[src/rtl/dcw_pkg.sv]
// constants shared by the drive control word decoder
package dcw_pkg;
    localparam logic [15:0] DCW_CTRL_PARAM_NUM = 16'h03C7;
    localparam logic [15:0] DCW_CTRL_RESET = 16'h0000;
    localparam int DCW_WORD_W = 16;
    localparam int DCW_SPD_W = 16;
    localparam logic [1:0] DCW_TEL_TYPE_MAX = 2'h2;
    localparam int DCW_BIT_ON = 0;
    localparam int DCW_BIT_NO_COAST = 1;
    localparam int DCW_BIT_NO_QUICK = 2;
    localparam int DCW_BIT_ENABLE_OP = 3;
    localparam int DCW_BIT_RAMP_RUN = 4;
    localparam int DCW_BIT_UNFREEZE = 5;
    localparam int DCW_BIT_SP_ENABLE = 6;
    localparam int DCW_BIT_FAULT_ACK = 7;
    localparam int DCW_BIT_JOG_POS = 8;
    localparam int DCW_BIT_JOG_NEG = 9;
    localparam int DCW_BIT_PLC_CTRL = 10;
    localparam int DCW_DIP_W = 8;
    localparam int DCW_DIP_FB_ON = 7;
    localparam int DCW_CLK_MHZ = 100;
    localparam int DCW_RAMP_STEP_US = 10;
    localparam int DCW_RAMP_DIV = DCW_RAMP_STEP_US * DCW_CLK_MHZ;
    localparam int DCW_DIV_W = 10;
    typedef enum logic [1:0] {
        DCW_FB_FROM_PARAM,
        DCW_FB_FORCED_OFF,
        DCW_FB_FORCED_ON
    } dcw_fb_src_t;
endpackage

[src/rtl/dcw_ramp.sv]
// speed setpoint ramp generator with freeze, reset and jump behaviour
`timescale 1ns/100ps
module dcw_ramp (
    input wire logic clk_in,
    input wire logic rstn_in,
    input wire logic tick_in,
    input wire logic run_in,
    input wire logic unfreeze_in,
    input wire logic sp_enable_in,
    input wire logic signed [dcw_pkg::DCW_SPD_W-1:0] goal_in,
    input wire logic [dcw_pkg::DCW_SPD_W-1:0] accel_in,
    input wire logic [dcw_pkg::DCW_SPD_W-1:0] decel_in,
    output logic signed [dcw_pkg::DCW_SPD_W-1:0] speed_out
);
    import dcw_pkg::*;

    logic sp_enable_d_r;
    logic signed [DCW_SPD_W-1:0] ramp_tgt;

    // one step toward the target; rate picked by whether magnitude grows
    function automatic logic signed [DCW_SPD_W-1:0] step_to(
        input logic signed [DCW_SPD_W-1:0] cur,
        input logic signed [DCW_SPD_W-1:0] tgt,
        input logic [DCW_SPD_W-1:0] acc,
        input logic [DCW_SPD_W-1:0] dec);
        logic signed [DCW_SPD_W+1:0] diff;
        logic signed [DCW_SPD_W+1:0] rate;
        logic up;
        logic grow;
        diff = 18'(tgt) - 18'(cur);
        up = (diff > 0);
        grow = up ? (cur >= 0) : (cur <= 0);
        rate = grow ? $signed({2'b00, acc}) : $signed({2'b00, dec});
        if (up && diff > rate) begin
            step_to = DCW_SPD_W'(18'(cur) + rate);
        end else if (!up && -diff > rate) begin
            step_to = DCW_SPD_W'(18'(cur) - rate);
        end else begin
            step_to = tgt;
        end
    endfunction

    // ramp reset steers toward standstill with the deceleration rate
    assign ramp_tgt = run_in ? goal_in : '0;

    always_ff @(posedge clk_in or negedge rstn_in) begin
        if (!rstn_in) begin
            sp_enable_d_r <= 1'b0;
        end else begin
            sp_enable_d_r <= sp_enable_in;
        end
    end

    always_ff @(posedge clk_in or negedge rstn_in) begin
        if (!rstn_in) begin
            speed_out <= '0;
        end else if (!sp_enable_in) begin
            speed_out <= '0;
        end else if (!sp_enable_d_r) begin
            // jump ignores freeze on purpose: setpoint enable overrides it
            speed_out <= ramp_tgt;
        end else if (tick_in && unfreeze_in) begin
            speed_out <= step_to(speed_out, ramp_tgt, accel_in,
                decel_in);
        end
    end
endmodule

[src/rtl/dcw_decoder.sv]
// drive control word decoder: telegram intake, bit decode, bus activation
//
// Overview of operation
// - Control word sits at a fixed slot of receive telegram types 0 to 2.
// - Other telegram data is applied before the control word is evaluated.
// - Bits 0 to 3 are on, no coast, no quick stop, enable operation.
// - Speed mode bit 4 one enables setpoints; zero ramps down at decel rate.
// - Bit 4 back to one accelerates at accel rate up to set speed.
// - Bit 5 one lets the ramp run; zero freezes ramp output.
// - Bit 6 one enables ramp setpoint inputs; zero deactivates them.
// - Rising edge of bit 7 acknowledges active faults; level does nothing.
// - Bit 8 feeds positive jog speed through the ramp as setpoint.
// - Bit 9 feeds negative jog speed through the ramp as setpoint.
// - Control word is evaluated only while bit 10 is one.
// - All fieldbus DIP switches off: activation comes from stored parameters.
// - Switch 8 off with another switch on deactivates every fieldbus.
// - Switch 8 on activates fitted module, else the onboard bus.
// - Network settings apply after save and reset; deactivation is immediate.
// - Dynamic addressing takes IP, mask, gateway from discovery by name.
// - Frozen ramp keeps speed even when bit 4 later clears.
// - Bit 6 clear forces zero without ramp; set jumps to set speed.
`timescale 1ns/100ps
module dcw_decoder (
    input wire logic sys_clk_in,
    input wire logic rstn_in,
    input wire logic speed_mode_in,
    input wire logic tel_valid_in,
    input wire logic [1:0] tel_type_in,
    input wire logic [dcw_pkg::DCW_WORD_W-1:0] tel_ctrl_word_in,
    input wire logic signed [dcw_pkg::DCW_SPD_W-1:0] tel_speed_in,
    input wire logic param_req_in,
    input wire logic param_we_in,
    input wire logic [15:0] param_number_in,
    input wire logic [dcw_pkg::DCW_WORD_W-1:0] param_wdata_in,
    input wire logic signed [dcw_pkg::DCW_SPD_W-1:0] jog_pos_speed_in,
    input wire logic signed [dcw_pkg::DCW_SPD_W-1:0] jog_neg_speed_in,
    input wire logic [dcw_pkg::DCW_SPD_W-1:0] accel_rate_in,
    input wire logic [dcw_pkg::DCW_SPD_W-1:0] decel_rate_in,
    input wire logic [dcw_pkg::DCW_DIP_W-1:0] fb_dip_in,
    input wire logic fb_module_present_in,
    input wire logic fb_param_active_in,
    input wire logic dyn_addr_in,
    input wire logic [31:0] static_ip_in,
    input wire logic [31:0] static_mask_in,
    input wire logic [31:0] static_gw_in,
    input wire logic dcp_valid_in,
    input wire logic dcp_name_match_in,
    input wire logic [31:0] dcp_ip_in,
    input wire logic [31:0] dcp_mask_in,
    input wire logic [31:0] dcp_gw_in,
    output logic param_ack_out,
    output logic param_err_out,
    output logic [dcw_pkg::DCW_WORD_W-1:0] param_rdata_out,
    output logic [dcw_pkg::DCW_WORD_W-1:0] ctrl_word_out,
    output logic plc_control_out,
    output logic cmd_on_out,
    output logic cmd_no_coast_out,
    output logic cmd_no_quick_out,
    output logic cmd_enable_op_out,
    output logic fault_ack_out,
    output logic jog_pos_out,
    output logic jog_neg_out,
    output logic signed [dcw_pkg::DCW_SPD_W-1:0] speed_setpoint_out,
    output logic fb_module_active_out,
    output logic fb_onboard_active_out,
    output dcw_pkg::dcw_fb_src_t fb_source_out,
    output logic [31:0] ip_addr_out,
    output logic [31:0] subnet_mask_out,
    output logic [31:0] gateway_out
);
    import dcw_pkg::*;

    logic rst_s1_r;
    logic rstn_r;
    logic [DCW_WORD_W-1:0] ctrl_word_r;
    logic [DCW_WORD_W-1:0] eval_word_r;
    logic signed [DCW_SPD_W-1:0] tel_speed_r;
    logic eval_pend_r;
    logic fault_bit_d_r;
    logic [DCW_DIV_W-1:0] div_cnt_r;
    logic ramp_tick;
    logic cfg_taken_r;
    logic cfg_fb_active_r;
    logic cfg_dyn_r;
    logic tel_ok;
    logic param_hit;
    logic ramp_run;
    logic ramp_unfreeze;
    logic ramp_sp_en;
    logic signed [DCW_SPD_W-1:0] ramp_goal;
    logic fb_enabled;
    dcw_fb_src_t fb_src;

    // bit test on a received or evaluated control word, used by every control word decode below
    function automatic logic cw_bit(input logic [DCW_WORD_W-1:0] w,
        input int idx);
        cw_bit = w[idx];
    endfunction

    // reset release through two flops
    always_ff @(posedge sys_clk_in or negedge rstn_in) begin
        if (!rstn_in) begin
            rst_s1_r <= 1'b0;
            rstn_r <= 1'b0;
        end else begin
            rst_s1_r <= 1'b1;
            rstn_r <= rst_s1_r;
        end
    end

    // telegram types above 2 carry no control word slot
    assign tel_ok = tel_valid_in && (tel_type_in <= DCW_TEL_TYPE_MAX);
    assign param_hit = (param_number_in == DCW_CTRL_PARAM_NUM);

    // received control word, from telegram slot or parameter write
    always_ff @(posedge sys_clk_in or negedge rstn_r) begin
        if (!rstn_r) begin
            ctrl_word_r <= DCW_CTRL_RESET;
        end else if (tel_ok) begin
            ctrl_word_r <= tel_ctrl_word_in;
        end else if (param_req_in && param_we_in && param_hit) begin
            ctrl_word_r <= param_wdata_in;
        end
    end

    // telegram data lands now, the word is evaluated one cycle later
    always_ff @(posedge sys_clk_in or negedge rstn_r) begin
        if (!rstn_r) begin
            tel_speed_r <= '0;
        end else if (tel_ok) begin
            tel_speed_r <= tel_speed_in;
        end
    end

    always_ff @(posedge sys_clk_in or negedge rstn_r) begin
        if (!rstn_r) begin
            eval_pend_r <= 1'b0;
        end else begin
            eval_pend_r <= tel_ok ||
                (param_req_in && param_we_in && param_hit);
        end
    end

    // evaluated word keeps its other bits while plc control is off; only bit 10 clears
    always_ff @(posedge sys_clk_in or negedge rstn_r) begin
        if (!rstn_r) begin
            eval_word_r <= DCW_CTRL_RESET;
        end else if (eval_pend_r) begin
            if (cw_bit(ctrl_word_r, DCW_BIT_PLC_CTRL)) begin
                eval_word_r <= ctrl_word_r;
            end else begin
                // only the control flag follows; other bits ignored
                eval_word_r[DCW_BIT_PLC_CTRL] <= 1'b0;
            end
        end
    end

    assign plc_control_out = cw_bit(eval_word_r, DCW_BIT_PLC_CTRL);
    assign ctrl_word_out = ctrl_word_r;

    // state machine commands, passed to the device control logic
    assign cmd_on_out = cw_bit(eval_word_r, DCW_BIT_ON);
    assign cmd_no_coast_out = cw_bit(eval_word_r, DCW_BIT_NO_COAST);
    assign cmd_no_quick_out = cw_bit(eval_word_r, DCW_BIT_NO_QUICK);
    assign cmd_enable_op_out = cw_bit(eval_word_r, DCW_BIT_ENABLE_OP);

    // fault acknowledge on the rising edge of the evaluated bit only
    always_ff @(posedge sys_clk_in or negedge rstn_r) begin
        if (!rstn_r) begin
            fault_bit_d_r <= 1'b0;
        end else begin
            fault_bit_d_r <= cw_bit(eval_word_r, DCW_BIT_FAULT_ACK);
        end
    end

    always_ff @(posedge sys_clk_in or negedge rstn_r) begin
        if (!rstn_r) begin
            fault_ack_out <= 1'b0;
        end else begin
            fault_ack_out <= cw_bit(eval_word_r, DCW_BIT_FAULT_ACK) &&
                !fault_bit_d_r;
        end
    end

    // ramp bits only mean something in speed mode; elsewhere ramp runs free
    assign ramp_run = !speed_mode_in ||
        cw_bit(eval_word_r, DCW_BIT_RAMP_RUN);
    assign ramp_unfreeze = !speed_mode_in ||
        cw_bit(eval_word_r, DCW_BIT_UNFREEZE);
    assign ramp_sp_en = !speed_mode_in ||
        cw_bit(eval_word_r, DCW_BIT_SP_ENABLE);
    assign jog_pos_out = speed_mode_in &&
        cw_bit(eval_word_r, DCW_BIT_JOG_POS);
    assign jog_neg_out = speed_mode_in &&
        cw_bit(eval_word_r, DCW_BIT_JOG_NEG);

    // both jogs at once cancel out to standstill rather than pick a side
    always_comb begin
        if (jog_pos_out && jog_neg_out) begin
            ramp_goal = '0;
        end else if (jog_pos_out) begin
            ramp_goal = jog_pos_speed_in;
        end else if (jog_neg_out) begin
            ramp_goal = jog_neg_speed_in;
        end else begin
            ramp_goal = tel_speed_r;
        end
    end
    // bits 11 to 15 reach no decode and raise no error

    // ramp step enable from a divider
    assign ramp_tick = (div_cnt_r == DCW_DIV_W'(DCW_RAMP_DIV - 1));

    always_ff @(posedge sys_clk_in or negedge rstn_r) begin
        if (!rstn_r) begin
            div_cnt_r <= '0;
        end else if (ramp_tick) begin
            div_cnt_r <= '0;
        end else begin
            div_cnt_r <= div_cnt_r + 1'b1;
        end
    end

    dcw_ramp dcw_ramp_inst (
        .clk_in(sys_clk_in),
        .rstn_in(rstn_r),
        .tick_in(ramp_tick),
        .run_in(ramp_run),
        .unfreeze_in(ramp_unfreeze),
        .sp_enable_in(ramp_sp_en),
        .goal_in(ramp_goal),
        .accel_in(accel_rate_in),
        .decel_in(decel_rate_in),
        .speed_out(speed_setpoint_out)
    );

    // parameter access answers one cycle after the request
    always_ff @(posedge sys_clk_in or negedge rstn_r) begin
        if (!rstn_r) begin
            param_ack_out <= 1'b0;
            param_err_out <= 1'b0;
            param_rdata_out <= '0;
        end else begin
            param_ack_out <= param_req_in;
            param_err_out <= param_req_in && !param_hit;
            if (param_req_in && !param_we_in && param_hit) begin
                param_rdata_out <= ctrl_word_r;
            end
        end
    end

    // stored network settings are caught once, just after reset release
    always_ff @(posedge sys_clk_in or negedge rstn_r) begin
        if (!rstn_r) begin
            cfg_taken_r <= 1'b0;
            cfg_fb_active_r <= 1'b0;
            cfg_dyn_r <= 1'b0;
        end else if (!cfg_taken_r) begin
            cfg_taken_r <= 1'b1;
            cfg_fb_active_r <= fb_param_active_in;
            cfg_dyn_r <= dyn_addr_in;
        end else if (!fb_param_active_in) begin
            cfg_fb_active_r <= 1'b0; // off stays off until reset
        end
    end

    // a live deactivation wins at once; activation waits for a reset
    assign fb_enabled = cfg_fb_active_r && fb_param_active_in;

    always_comb begin
        if (fb_dip_in == '0) begin
            fb_src = DCW_FB_FROM_PARAM;
        end else if (!fb_dip_in[DCW_DIP_FB_ON]) begin
            fb_src = DCW_FB_FORCED_OFF;
        end else begin
            fb_src = DCW_FB_FORCED_ON;
        end
    end

    always_ff @(posedge sys_clk_in or negedge rstn_r) begin
        if (!rstn_r) begin
            fb_source_out <= DCW_FB_FROM_PARAM;
            fb_module_active_out <= 1'b0;
            fb_onboard_active_out <= 1'b0;
        end else begin
            fb_source_out <= fb_src;
            case (fb_src)
                DCW_FB_FROM_PARAM: begin
                    fb_module_active_out <= fb_enabled &&
                        fb_module_present_in;
                    fb_onboard_active_out <= fb_enabled &&
                        !fb_module_present_in;
                end
                DCW_FB_FORCED_ON: begin
                    fb_module_active_out <= fb_module_present_in;
                    fb_onboard_active_out <= !fb_module_present_in;
                end
                default: begin
                    fb_module_active_out <= 1'b0;
                    fb_onboard_active_out <= 1'b0;
                end
            endcase
        end
    end

    // static address loads at start; discovery overwrites it when dynamic
    always_ff @(posedge sys_clk_in or negedge rstn_r) begin
        if (!rstn_r) begin
            ip_addr_out <= '0;
            subnet_mask_out <= '0;
            gateway_out <= '0;
        end else if (!cfg_taken_r) begin
            ip_addr_out <= static_ip_in;
            subnet_mask_out <= static_mask_in;
            gateway_out <= static_gw_in;
        end else if (cfg_dyn_r && dcp_valid_in && dcp_name_match_in) begin
            ip_addr_out <= dcp_ip_in;
            subnet_mask_out <= dcp_mask_in;
            gateway_out <= dcp_gw_in;
        end
    end
endmodule

[config.mk]
export PLATFORM = sky130hd
export DESIGN_NAME = dcw_decoder
export DESIGN_NICKNAME = d
export VERILOG_FILES = /design/src/rtl/dcw_pkg.sv /design/src/rtl/dcw_ramp.sv /design/src/rtl/dcw_decoder.sv
export SDC_FILE = /design/constraint.sdc
export NUM_CORES = 1
export LEC_CHECK = 0
export BUFFER_PORTS_ARGS = -buffer_cell sky130_fd_sc_hd__buf_2
export CAP_MARGIN = 40
export CORE_ASPECT_RATIO = 0.7
export CORE_MARGIN = 2
export CORE_UTILIZATION = 29
export CTS_BUF_LIST = sky130_fd_sc_hd__clkbuf_16
export DETAILED_ROUTE_END_ITERATION = 16
export SYNTH_ARGS = -nofsm -noshare
export SYNTH_HDL_FRONTEND = slang
export SYNTH_HIERARCHICAL = 1
export SYNTH_SLANG_ARGS = --single-unit
[constraint.sdc]
create_clock -name sys_clk_in -period 8.8 [get_ports sys_clk_in]
set_input_delay 0.44 -clock sys_clk_in [delete_from_list [all_inputs] [get_ports sys_clk_in]]
set_output_delay 0.44 -clock sys_clk_in [all_outputs]
set_load 0.01 [all_outputs]
==> results.cfg <==
[status]
status = complete, no violations

[min_path]
min_path_type = in -> reg

[timing]
period_share_pct = 95.8
finClkSkew_ns = 0.0151
worstMarginPinSlew_ns = 0.890
finalMaxSlewViolations = 0
hold_viol_final = 0
period_needed_ns = 8.43
holdWs_ns = 0.105
setup_viol = 0
grt_setup_unrepaired = false
fmax_mhz = 119
setup_ws_ns = 0.369
slew_headroom_pct = 40.6

[drt]
drc = 0
viasPerCell = 5.09
drtIter0Drc = 1161
wire_per_inst_um = 20.1
ant_nets = 0
vias = 13182
drt_wl_total_um = 52200
first_pass_iters = 5

[synth]
synth.top_cell.area_share_pct = 37.5
synth_edf_count = 0
yosys.cell_count.top_type = dfrtp_1
syn_inst = 1469
ys_top_cells_by_count = 196 x dfrtp_1, 172 x a21oi_1, 167 x nor2_1, 107 x mux2i_1, 102 x nand2_1
synth_area_um2 = 13100
synthDistinctLibCells = 92
yosysSeqAreaShare_pct = 37.5
synth_area_leader_cell = dfrtp_1
synth_warnings = 6
postSynth.asyncResetShare_pct = 100
postSynthAreaPerCell_um2 = 8.90
synth-seq-cells = 196
synth_ff_type = dfrtp_1
synthTopCellsByArea = dfrtp_1 38%, mux2i_1 8.2%, a21oi_1 6.6%

[power]
leakage_nw = 8.35
max-vdd-ir-drop_mv = 0.206
power_density_nw_per_um2 = 369

[floorplan]
die_x_um = 258
core-area_um2 = 44800
initial_core_util_pct = 29.2
ios = 499
fp-row-count = 65
die_y_um = 182
die-area_um2 = 46800

[global_routing]
grt_max_degree = 93
grt_overflow_total = 0
grt_antenna_before_repair = 8
grt_pass1_vias = 12904
track_usage_pct = 22.0
use_met1_pct = 30.3
gr-usage-met3_pct = 6.71
use_met2_pct = 33.4
busiest_layer = met2
grt_pass1_wl_um = 77900

[setup_path]
cp.buffers_inverters = 5
path_common_cell = ha_1
worst_setup_path_end_kind = flip-flop
slowest_delay_ns = 0.59
crit_type = reg -> reg
cp.arrival_ns = 8.84
path_max_fanout = 19
critPathTopFamily = simple AND/OR/NAND/NOR gates
slowest_stage = or4_1
startpoint_type = flip-flop
required_ns = 9.21

[clock_tree]
cts_root_buf = clkbuf_16
cts.path.max_buffers = 2
cts_tree = built
htree_levels = 4
cts.clk_slew.worst_paths_ns = 0.09
clk_latency_ns = 0.46
cts.sinks = 196
numCtsBuffers = 17

[placed_design]
port_buffers = 498
post-place-cells = 2548
gp_congestion = 1.02
place_hpwl_um = 42000
placed_cell_area_um2 = 16600
post-place-ws_ns = -0.0270

[cells_and_area]
syn_to_final_growth_pct = 32.5
finalNetCount = 2372
final_area_um2 = 17300
post-route-util_pct = 38.6
drive_gt1_share_pct = 33.8
stdcell_count = 2590

[job]
drv_cap = 0
logic make-up (layout without fill, tap and decap cells):
family	count (synthesis)	count (layout)	synth area share (%)
AO/OA/AOI/OAI	390	390	18.5
XOR/XNOR	47	47	3.31
buffers and inverters	143	652	4.41
flip-flops	196	196	37.5
multiplexers	138	138	10.9
other	1	10	0.0287
adder cells (fa/ha/maj)	72	72	6.87
AND/OR/NAND/NOR	482	482	18.5
worst register-to-register path, delay by kind of cell (launching register included):
kind | cells | cell delay [ns]
AO/OA/AOI/OAI | 8 | 2.07
AND/OR/NAND/NOR | 14 | 3.90
adder cells (fa/ha/maj) | 3 | 0.82
multiplexers | 1 | 0.38
buffers and inverters | 5 | 0.82
flip-flops | 1 | 0.38
where the power goes:
group	switching (W)	internal (W)	total (W)	leakage (nW)
registers	0.000154	0.00102	0.00117	2.31
logic	0.00255	0.00180	0.00436	5.74
clock network	0.000455	0.000400	0.000855	0.307
what timing repair did:
action	in CTS	in global routing
hold endpoints to repair	2	0
resized for setup	0	20
hold buffers	1	0
setup buffers	0	1
setup endpoints to repair	0	16
state kept, by name (all words and copies together) (netlist names), 2 cells and up:
register / cells
div_cnt_r: 10
gateway_out: 32
param_rdata_out: 16
eval_word_r: 11
ctrl_word_out: 16
tel_speed_r: 16
dcw_ramp_inst/speed_out: 16
subnet_mask_out: 32
ip_addr_out: 32
fb_source_out: 2
cell type report:
| class | instances | area, um^2 |
|---|---|---|
| Inverter | 57 | 214 |
| Fill cell | 4570 | 27500 |
| Antenna cell | 8 | 20.0 |
| Clock buffer | 17 | 425 |
| Sequential cell | 196 | 4910 |
| Tap cell | 603 | 754 |
| Multi-Input combinational cell | 1131 | 7690 |
| Timing Repair Buffer | 563 | 3090 |
| Clock inverter | 15 | 206 |
per-layer routing:
layer | routed length, um | up-vias
met4 | 544 | 2
met2 | 23500 | 483
met5 | 15 | -
met1 | 23700 | 6392
li1 | - | 6274
met3 | 4460 | 31
final timing paths:
path	startpoint	end	slack, ns	cells after the start
min	fb_dip_in[7]	fb_source_out[1]	0.11	1
max	eval_word_r[9]	dcw_ramp_inst/speed_out[12]	0.37	31
max in group asynchronous	rstn_r	subnet_mask_out[6]	7.18	2
min in group asynchronous	rstn_in	rst_s1_r	0.31	2
max reg2reg	eval_word_r[9]	dcw_ramp_inst/speed_out[12]	0.37	31
min reg2reg	rstn_r	subnet_mask_out[7]	0.33	0
through the flow:
stage          setup TNS (ns)  power, W
2_1_floorplan               0   0.00387
3_3_place_gp                0   0.00531
3_5_place_dp          -0.0574   0.00536
4_1_cts                     0   0.00625
5_1_grt                     0   0.00686
6_report                    0   0.00639
cell usage in the layout, fill, tap and decap left out, drive strengths merged, types with 5 or more instances in the layout:
| cell type | instances |
|---|---|
| a21boi | 6 |
| ha | 63 |
| o21ai | 67 |
| diode | 8 |
| nor2b | 50 |
| a221oi | 12 |
| o31ai | 11 |
| clkinv | 5 |
| o21bai | 5 |
| or3 | 14 |
| a31oi | 24 |
| o22ai | 5 |
| nor3 | 21 |
| nor4 | 15 |
| inv | 67 |
| clkbuf | 17 |
| buf | 562 |
| nand4 | 23 |
| or2 | 5 |
| a21oi | 173 |
| and3 | 5 |
| nor2 | 167 |
| and2 | 21 |
| mux2i | 107 |
| a22o | 6 |
| a21o | 12 |
| o21a | 6 |
| nand3 | 19 |
| xor2 | 12 |
| maj3 | 7 |
| nand2 | 103 |
| xnor2 | 34 |
| dfrtp | 196 |
| a311oi | 6 |
| nand2b | 14 |
| mux2 | 31 |
| a22oi | 6 |
| a211oi | 7 |
No activity file was read; power rests on OpenSTA's default activity.
